[config.mk]
export PLATFORM = sky130hd
export DESIGN_NAME = pcw_array
export DESIGN_NICKNAME = d
export VERILOG_FILES = /design/src/design/pcw_pkg.sv /design/src/design/pcw_prescaler.sv /design/src/design/pcw_pwm_unit.sv /design/src/design/pcw_array.sv
export SDC_FILE = /design/constraint.sdc
export NUM_CORES = 1
export LEC_CHECK = 0
export BUFFER_PORTS_ARGS = -buffer_cell sky130_fd_sc_hd__clkbuf_2
export CAP_MARGIN = 40
export CORE_ASPECT_RATIO = 0.7
export CORE_MARGIN = 8
export CORE_UTILIZATION = 45
export DETAILED_ROUTE_END_ITERATION = 10
export PLACE_DENSITY = 0.65
export SLEW_MARGIN = 10
export SYNTH_ARGS = -nofsm -noshare
export SYNTH_HDL_FRONTEND = slang
export SYNTH_SLANG_ARGS = --single-unit
[constraint.sdc]
create_clock -name core_clk -period 3.08 [get_ports core_clk]
set_input_delay 0 -clock core_clk [delete_from_list [all_inputs] [get_ports core_clk]]
set_output_delay 0 -clock core_clk [all_outputs]
set_load 0.05 [all_outputs]
[src/design/pcw_pkg.sv]
// shared constants and carrier types for the counter array pwm16 / watchdog block
package pcw_pkg;

  // register byte addresses on the plain register port
  localparam logic [7:0] ADDR_CTRL = 8'h00;
  localparam logic [7:0] ADDR_MODE = 8'h01;
  localparam logic [7:0] ADDR_CNT_LO = 8'h02;
  localparam logic [7:0] ADDR_CNT_HI = 8'h03;
  localparam logic [7:0] ADDR_MMODE_BASE = 8'h04;
  localparam logic [7:0] ADDR_CMP_BASE = 8'h08;
  localparam int NUM_MODULES = 3;
  localparam int WDOG_MODULE = 2;

  // counter_control_register fields
  localparam int CTRL_CF = 7;
  localparam int CTRL_CR = 6;

  // counter_mode_register fields
  localparam int MD_IDLE = 7;
  localparam int MD_WDOG_ENABLE_BIT = 6;
  localparam int MD_LOCK = 5;
  localparam int MD_CPS_LO = 1;
  localparam int MD_ECF = 0;

  // module_mode_register fields
  localparam int MM_WIDE = 7;
  localparam int MM_CMPEN = 6;
  localparam int MM_MATCH = 3;
  localparam int MM_PWM = 1;

  // reset values
  localparam logic [7:0] CTRL_RESET = 8'h00;
  localparam logic [7:0] MMODE_RESET = 8'h00;
  localparam logic [15:0] CMP_RESET = 16'h0000;
  localparam logic [15:0] CNT_RESET = 16'h0000;
  localparam logic WDOG_ENABLE_BIT_RESET = 1'b1;
  localparam logic LOCK_RESET = 1'b0;

  // prescaler divide counts
  localparam logic [3:0] DIV_SLOW = 4'hc;
  localparam logic [1:0] DIV_FAST_MASK = 2'h3;

  // array clock sources selected by clock_select_bits
  typedef enum logic [2:0] {
    CS_DIV12, CS_DIV4, CS_TMR0, CS_EXT_EDGE, CS_SYS, CS_EXT_OSC, CS_RSVD6, CS_RSVD7
  } pcw_clk_src_type;

  typedef struct packed {
    logic rd;
    logic wr;
    logic [7:0] addr;
    logic [7:0] wdata;
  } pcw_bus_req_type;

  typedef struct packed {
    logic tick;
    logic wrap;
    logic [15:0] nxt;
  } pcw_count_type;

endpackage : pcw_pkg

[src/design/pcw_prescaler.sv]
// array clock prescaler: one-cycle tick per array clock from the selected source
`timescale 1ns/1ps
module pcw_prescaler import pcw_pkg::*; (
  input wire logic core_clk,
  input wire logic nrst,
  input wire logic [2:0] sel,
  input wire logic tmr0_ovf,
  input wire logic ext_osc_tick,
  input wire logic ext_clk_pin,
  output logic tick
);

  typedef struct packed {
    logic [3:0] div;
    logic sync1;
    logic sync2;
    logic sync3;
  } pcw_pre_state_type;

  pcw_pre_state_type s_r;
  pcw_pre_state_type s_nxt;

  always_comb begin
    s_nxt = s_r;
    s_nxt.div = (s_r.div == DIV_SLOW - 4'h1) ? 4'h0 : s_r.div + 4'h1;
    s_nxt.sync1 = ext_clk_pin;
    s_nxt.sync2 = s_r.sync1;
    s_nxt.sync3 = s_r.sync2;
  end

  always_ff @(posedge core_clk or negedge nrst) begin
    if (!nrst) begin
      s_r <= '0;
    end else begin
      s_r <= s_nxt;
    end
  end

  // external pin counts on its falling edge, seen only after the two-flop synchroniser
  always_comb begin
    case (pcw_clk_src_type'(sel))
      CS_DIV12: tick = (s_r.div == DIV_SLOW - 4'h1);
      CS_DIV4: tick = (s_r.div[1:0] == DIV_FAST_MASK);
      CS_TMR0: tick = tmr0_ovf;
      CS_EXT_EDGE: tick = s_r.sync3 & ~s_r.sync2;
      CS_SYS: tick = 1'b1;
      CS_EXT_OSC: tick = ext_osc_tick;
      default: tick = 1'b0;
    endcase
  end

endmodule : pcw_prescaler

[src/design/pcw_pwm_unit.sv]
// one capture/compare module: compare match, 16-bit pwm output and zero-duty hold
`timescale 1ns/1ps
module pcw_pwm_unit import pcw_pkg::*; (
  input wire logic core_clk,
  input wire logic nrst,
  input pcw_count_type cnt,
  input wire logic [15:0] cmp,
  input wire logic [7:0] mode,
  output logic pin,
  output logic match
);

  typedef struct packed {
    logic pin;
  } pcw_unit_state_type;

  pcw_unit_state_type s_r;
  pcw_unit_state_type s_nxt;
  logic sixteen;
  logic hit;

  assign sixteen = mode[MM_CMPEN] & mode[MM_PWM] & mode[MM_WIDE];
  assign hit = mode[MM_CMPEN] & cnt.tick & (cnt.nxt == cmp);
  assign match = hit & mode[MM_MATCH];
  assign pin = s_r.pin;

  always_comb begin
    s_nxt = s_r;
    if (mode[MM_PWM] && !mode[MM_CMPEN]) begin
      s_nxt.pin = 1'b0;
    end else if (sixteen) begin
      // a match on the wrap cycle wins, so a zero compare word stays high
      if (cnt.tick && cnt.wrap) begin
        s_nxt.pin = 1'b0;
      end
      if (hit) begin
        s_nxt.pin = 1'b1;
      end
    end
  end

  always_ff @(posedge core_clk or negedge nrst) begin
    if (!nrst) begin
      s_r <= '0;
    end else begin
      s_r <= s_nxt;
    end
  end
endmodule : pcw_pwm_unit

[src/design/pcw_array.sv]
// counter array core: shared 16-bit counter, control registers, pwm modules, watchdog
//
// What this block does
// - in pwm modes a cleared compare_enable holds the output low
// - 16-bit pwm: output high on compare match, low on counter overflow
// - 16-bit pwm needs compare_enable, pwm_enable and pwm_wide_select together
// - with match_flag_enable, each 16-bit match sets module_event_flag
// - 16-bit overflow, the falling edge, sets counter_overflow_flag
// - low compare byte write clears compare_enable, high byte write sets it
// - compare word zero gives full high, 0xffff the shortest high time
// - module 2 acts as watchdog raising reset when updates come too late
// - watchdog compares module 2 high byte to counter high; low byte is offset
// - after reset watchdog on, clock divided by 12, counter and offset zero
// - watchdog on: counter forced, counter writes, clock, idle, module 2 locked
// - counter_run_bit writes cannot stop it; bit reads only software value
// - watchdog update write loads counter high byte plus offset
// - reset when low byte overflows while update byte equals counter high
// - writing one to module2_event_flag with watchdog on forces reset
// - timeout is 256 times offset plus 256 minus low byte at update
// - enable or lock bit enables watchdog; lock holds until system reset
// - enable is mode bit 6 resetting to one, lock is bit 5 resetting to zero
// - idle_suspend_bit freezes the array while the processor idles
// - overflow flag set on 16-bit wrap, cleared only by software
`timescale 1ns/1ps
module pcw_array import pcw_pkg::*; (
  input wire logic core_clk,
  input wire logic nrst,
  input pcw_bus_req_type bus,
  output logic [7:0] rdata,
  input wire logic cpu_idle,
  input wire logic tmr0_ovf,
  input wire logic ext_osc_tick,
  input wire logic ext_clk_pin,
  output logic [NUM_MODULES-1:0] module_output_pin,
  output logic wdog_reset_req
);

  ////////////////////////////////////////////////////////////////////////////
  // state

  typedef struct packed {
    logic [15:0] cnt;
    logic cr;
    logic cf;
    logic [NUM_MODULES-1:0] ccf;
    logic idle;
    logic wdog_enable_bit;
    logic lock;
    logic [2:0] cps;
    logic ecf;
    logic [NUM_MODULES-1:0][7:0] mmode;
    logic [NUM_MODULES-1:0][15:0] cmp;
    logic [7:0] rdata;
    logic wdrst;
  } pcw_state_type;

  pcw_state_type s_r;
  pcw_state_type s_nxt;

  logic tick;
  logic wd_en;
  logic run;
  logic [7:0] upd_calc;
  pcw_count_type cnt_info;
  logic [NUM_MODULES-1:0] match;
  logic [NUM_MODULES-1:0][7:0] mode_eff;

  ////////////////////////////////////////////////////////////////////////////
  // helpers

  function automatic logic [15:0] put_byte(input logic [15:0] w, input logic hi,
                                           input logic [7:0] d);
    return hi ? {d, w[7:0]} : {w[15:8], d};
  endfunction : put_byte

  // true when addr falls in [base, base+n)
  function automatic logic in_window(input logic [7:0] addr, input logic [7:0] base,
                                     input logic [7:0] n);
    logic [7:0] rel;
    rel = addr - base;
    return (addr >= base) && (rel < n);
  endfunction : in_window

  function automatic logic [1:0] mode_idx(input logic [7:0] addr);
    logic [7:0] rel;
    rel = addr - ADDR_MMODE_BASE;
    return rel[1:0];
  endfunction : mode_idx

  function automatic logic [1:0] cmp_idx(input logic [7:0] addr);
    logic [7:0] rel;
    rel = addr - ADDR_CMP_BASE;
    return rel[2:1];
  endfunction : cmp_idx

  ////////////////////////////////////////////////////////////////////////////
  // clocking of the shared counter

  pcw_prescaler u_pre (
    .core_clk(core_clk),
    .nrst(nrst),
    .sel(s_r.cps),
    .tmr0_ovf(tmr0_ovf),
    .ext_osc_tick(ext_osc_tick),
    .ext_clk_pin(ext_clk_pin),
    .tick(tick)
  );

  assign wd_en = s_r.wdog_enable_bit | s_r.lock;
  // the watchdog keeps the counter running whatever software left in the run bit
  assign run = (s_r.cr | wd_en) & ~(s_r.idle & cpu_idle);
  assign cnt_info.tick = tick & run;
  assign cnt_info.wrap = (s_r.cnt == 16'hffff);
  assign cnt_info.nxt = s_r.cnt + 16'h0001;
  assign upd_calc = s_r.cnt[15:8] + s_r.cmp[WDOG_MODULE][7:0];

  ////////////////////////////////////////////////////////////////////////////
  // capture/compare modules

  // module 2 is pinned to software timer behaviour while it guards the system
  always_comb begin
    mode_eff = s_r.mmode;
    if (wd_en) begin
      mode_eff[WDOG_MODULE] = '0;
      mode_eff[WDOG_MODULE][MM_CMPEN] = 1'b1;
      mode_eff[WDOG_MODULE][MM_MATCH] = 1'b1;
    end
  end

  for (genvar i = 0; i < NUM_MODULES; i++) begin : g_unit
    pcw_pwm_unit u_unit (
      .core_clk(core_clk),
      .nrst(nrst),
      .cnt(cnt_info),
      .cmp(s_r.cmp[i]),
      .mode(mode_eff[i]),
      .pin(module_output_pin[i]),
      .match(match[i])
    );
  end

  ////////////////////////////////////////////////////////////////////////////
  // next state

  always_comb begin
    s_nxt = s_r;
    s_nxt.wdrst = 1'b0;
    s_nxt.rdata = 8'h00;

    if (cnt_info.tick) begin
      s_nxt.cnt = cnt_info.nxt;
    end

    // register writes
    if (bus.wr) begin
      if (bus.addr == ADDR_CTRL) begin
        s_nxt.cf = bus.wdata[CTRL_CF];
        s_nxt.cr = bus.wdata[CTRL_CR];
        s_nxt.ccf = bus.wdata[NUM_MODULES-1:0];
        if (wd_en && bus.wdata[WDOG_MODULE]) begin
          s_nxt.wdrst = 1'b1;
        end
      end else if (bus.addr == ADDR_MODE) begin
        s_nxt.wdog_enable_bit = bus.wdata[MD_WDOG_ENABLE_BIT];
        s_nxt.lock = s_r.lock | bus.wdata[MD_LOCK];
        s_nxt.ecf = bus.wdata[MD_ECF];
        if (!wd_en) begin
          s_nxt.idle = bus.wdata[MD_IDLE];
          s_nxt.cps = bus.wdata[MD_CPS_LO +: 3];
        end
      end else if (bus.addr == ADDR_CNT_LO || bus.addr == ADDR_CNT_HI) begin
        if (!wd_en) begin
          s_nxt.cnt = put_byte(s_r.cnt, bus.addr == ADDR_CNT_HI, bus.wdata);
        end
      end else if (in_window(bus.addr, ADDR_MMODE_BASE, 8'(NUM_MODULES))) begin
        if (!(wd_en && mode_idx(bus.addr) == 2'(WDOG_MODULE))) begin
          s_nxt.mmode[mode_idx(bus.addr)] = bus.wdata;
        end
      end else if (in_window(bus.addr, ADDR_CMP_BASE, 8'(2 * NUM_MODULES))) begin
        if (wd_en && cmp_idx(bus.addr) == 2'(WDOG_MODULE) && bus.addr[0]) begin
          // the written value is dropped; the deadline moves from the counter's position
          s_nxt.cmp[WDOG_MODULE][15:8] = upd_calc;
        end else begin
          s_nxt.cmp[cmp_idx(bus.addr)] =
            put_byte(s_r.cmp[cmp_idx(bus.addr)], bus.addr[0], bus.wdata);
        end
        s_nxt.mmode[cmp_idx(bus.addr)][MM_CMPEN] = bus.addr[0];
      end
    end

    // hardware sets come after software clears, so an event in the clear cycle survives
    if (cnt_info.tick && cnt_info.wrap) begin
      s_nxt.cf = 1'b1;
    end
    s_nxt.ccf = s_nxt.ccf | match;

    // deadline: low byte rolls over while the update byte matches the high byte
    if (wd_en && cnt_info.tick && s_r.cnt[7:0] == 8'hff &&
        s_r.cmp[WDOG_MODULE][15:8] == s_r.cnt[15:8]) begin
      s_nxt.wdrst = 1'b1;
    end

    // register reads, data valid only in the following cycle
    if (bus.rd) begin
      if (bus.addr == ADDR_CTRL) begin
        s_nxt.rdata = 8'h00;
        s_nxt.rdata[CTRL_CF] = s_r.cf;
        s_nxt.rdata[CTRL_CR] = s_r.cr;
        s_nxt.rdata[NUM_MODULES-1:0] = s_r.ccf;
      end else if (bus.addr == ADDR_MODE) begin
        s_nxt.rdata = {s_r.idle, s_r.wdog_enable_bit, s_r.lock, 1'b0, s_r.cps, s_r.ecf};
      end else if (bus.addr == ADDR_CNT_LO) begin
        s_nxt.rdata = s_r.cnt[7:0];
      end else if (bus.addr == ADDR_CNT_HI) begin
        s_nxt.rdata = s_r.cnt[15:8];
      end else if (in_window(bus.addr, ADDR_MMODE_BASE, 8'(NUM_MODULES))) begin
        s_nxt.rdata = s_r.mmode[mode_idx(bus.addr)];
      end else if (in_window(bus.addr, ADDR_CMP_BASE, 8'(2 * NUM_MODULES))) begin
        s_nxt.rdata = bus.addr[0] ? s_r.cmp[cmp_idx(bus.addr)][15:8]
                                  : s_r.cmp[cmp_idx(bus.addr)][7:0];
      end
    end
  end

  ////////////////////////////////////////////////////////////////////////////
  // registers

  // reset leaves the watchdog armed with a divide-by-12 clock and zero offset
  always_ff @(posedge core_clk or negedge nrst) begin
    if (!nrst) begin
      s_r <= '0;
      s_r.cnt <= CNT_RESET;
      s_r.cf <= CTRL_RESET[CTRL_CF];
      s_r.cr <= CTRL_RESET[CTRL_CR];
      s_r.wdog_enable_bit <= WDOG_ENABLE_BIT_RESET;
      s_r.lock <= LOCK_RESET;
      s_r.cps <= CS_DIV12;
      s_r.mmode <= {NUM_MODULES{MMODE_RESET}};
      s_r.cmp <= {NUM_MODULES{CMP_RESET}};
    end else begin
      s_r <= s_nxt;
    end
  end

  assign rdata = s_r.rdata;
  assign wdog_reset_req = s_r.wdrst;
endmodule : pcw_array

==> metrics <==
status=completed; Sink Count=119; Synth Register Bits=119; drt first pass iters=7; worst min-delay path startpoint=bus[1]; worst reg2reg endpoint=s_r[90]; yosys warns=0; Tmin final=2.83 ns; Max Slew Vio Count=0; Initial Util=0.460; Cells after Synth=886; synthesized area=0.00787 mm²; reg2reg setup slack=0.25 ns; GRT Util Overall=0.238; final wirelength=25.9 mm; total CTS buffers=17; crit path launch=s_r[95]; Power Dens Cells=588 mW/mm²; Data required, critical path=3.42 ns; Ant. Diodes=0; reg2reg start=s_r[95]; CP arrival=3.18 ns; row count=40; die height=127 µm; Worst-Margin Slew=0.764 ns; vias in the first global route=6526; FFs w/ async S/R, synth=1.00; Synth Area per Inst=8.88 µm²; main flop type after synthesis=dfrtp_1; clock slew at reported path FFs=0.05 ns; share of layout cells above drive strength 1=0.147; die area=0.0220 mm²; clock buffer depth=2; Seq/Total Area, Yosys=0.379; io pins=36; grt ovf=0; antenna violations before repair=0; core area=0.0171 mm²; largest family of logic cells by synthesized area=compound AO/OA/AOI/OAI gates; DRT antenna net count=0; maximum fanout along the worst path=7; mux cell area share after synthesis=0.0905; Iteration-0 DRC Markers=993; crit path kind=register to register; largest net degree at the start of global routing=43; Synth Area in Compound Gates=0.182; fillers=1630; Min Hold Slack=0.0447 ns; DP HPWL=19.3 mm; Adder-Cell Fraction of Synth Area=0.0200; worst hold stages=3; clock tree from TritonCTS=yes; simple-gate area share of the yosys netlist=0.180; Mapped Nets=922; CP endpoint kind=register; Leakage Power=3.80 nW; final hold vios=0; worst min-delay path class=primary input to register; Setup TNS=0 ns; Period Utilization, post-route=0.920; Design Area, Final=0.00881 mm²; Worst IR Drop VDD=388 µV; # port buffers=35; WL per Instance=22.7 µm; Setup WS post-layout=0.245 ns; Max Cap Viol=0; worst-skew pair later-pin latency=0.43 ns; Nets=937; reg2reg path depth=7; vias=6970; Distinct cells, synth=72; die span in x=174 µm; Layout area overhead=12.0%; pre-CTS setup slack=0.292 ns; root buf cell=clkbuf_16; Placement Cell Area=0.00823 mm²; clock skew=0.00666 ns; RSZ-0062 raised after global routing=false; Residual DRC=0; H-tree lvl count=4; Via density=6.10; Fmax=353 MHz; post-synthesis xor/xnor area fraction=0.0905; Max-slew headroom=0.486; GP Congestion=0.990; critical path startpoint category=register; # Post-CTS Setup Buffers=0; setup violators final=0; first-pass GRT wire length=40.4 mm; Post-synth EDFFs=0
[timing repair]
| action | in CTS | in global routing |
|---|---|---|
| resized for setup | 0 | 1 |
| hold endpoints to repair | 70 | 0 |
| hold buffers | 3 | 0 |
| setup endpoints to repair | 0 | 1 |
[metrics by stage]
| step | power [mW] | instances | util |
|---|---|---|---|
| global placement | 3.27 | 1109 | 0.480 |
| CTS | 5.15 | 1143 | 0.514 |
| floorplan | 2.86 | 886 | - |
| global route | 5.40 | 1143 | 0.515 |
| finish | 5.18 | 1143 | 0.515 |
| detailed placement | 3.29 | 1110 | 0.481 |
[where the power goes]
part	internal (mW)	switching, mW
Sequential	1.71	0.223
Clock	1.13	0.725
Combinational	0.591	0.803
[critical path, cell delays in order (launching register included)]
cell	delay, ns
dfrtp_1	0.51
nand4_1	0.27
or3_1	0.55
xor2_1	0.31
o2111ai_1	0.18
nor4_2	0.44
o2111ai_1	0.27
o211ai_1	0.22
[cell usage after synthesis (15+ instances only)]
library cell | instances | area, µm²
nand2_1 | 128 | 480
dfrtp_1 | 118 | 2950
o21ai_0 | 98 | 490
a21oi_1 | 45 | 225
xnor2_1 | 45 | 394
mux2i_1 | 43 | 430
nor2_1 | 42 | 158
clkbuf_1 | 34 | 128
xor2_1 | 26 | 228
nand3_1 | 23 | 115
buf_2 | 22 | 110
mux2_2 | 21 | 236
inv_1 | 19 | 71.3
nor3_1 | 17 | 85.1
buf_4 | 15 | 113
nand4_1 | 15 | 93.8
[kinds of logic after synthesis]
family	count (synthesis)
AO/OA/AOI/OAI	229
XOR/XNOR	75
adder cells (fa/ha/maj)	12
buffers and inverters	97
flip-flops	119
multiplexers	66
AND/OR/NAND/NOR	288
[cell type report]
type	count	area (µm²)	area share
multi-input cells	670	4440	0.504
well taps	231	289	0.0328
clock buffers	21	460	0.0523
clock inverters	9	78.8	0.00895
flip-flops and latches	119	2980	0.338
repair buffers	74	490	0.0557
inverters	19	71.3	0.00810
[placed cells by master, fill, tap and decap left out, drive strengths merged, types with 5 or more instances in the layout]
| cell | instances |
|---|---|
| clkinv | 6 |
| a22oi | 8 |
| clkbuf | 54 |
| o21ai | 100 |
| nand2b | 11 |
| nand3 | 23 |
| mux2i | 43 |
| xor2 | 26 |
| xnor2 | 45 |
| dfrtp | 118 |
| buf | 38 |
| and4 | 5 |
| nor2 | 42 |
| nor4 | 13 |
| inv | 19 |
| a22o | 8 |
| nor2b | 7 |
| nand4 | 15 |
| mux2 | 21 |
| a21boi | 5 |
| and3 | 6 |
| a221o | 8 |
| a21oi | 45 |
| a21o | 5 |
| o22a | 6 |
| nor3 | 19 |
| o211ai | 6 |
| ha | 11 |
| nand2 | 128 |
[worst max path at each step]
stage / end / slack [ns]
after detailed placement: s_r[90] / 0.29
after CTS: s_r[90] / 0.26
final: s_r[90] / 0.25
after global placement: s_r[90] / 0.33
after floorplan: g_unit[1].u_unit.pin / 0.83
after global routing: g_unit[1].u_unit.pin / 0.1
[layer usage]
layer | vias to the layer above | GRT usage | wire length [µm]
met5 | - | 0 | 0
met3 | 36 | 0.0812 | 3370
met4 | 0 | 0.0657 | 365
met1 | 3356 | 0.364 | 12300
met2 | 403 | 0.306 | 9920
li1 | 3175 | - | -
(Power assumes the default switching activity.)
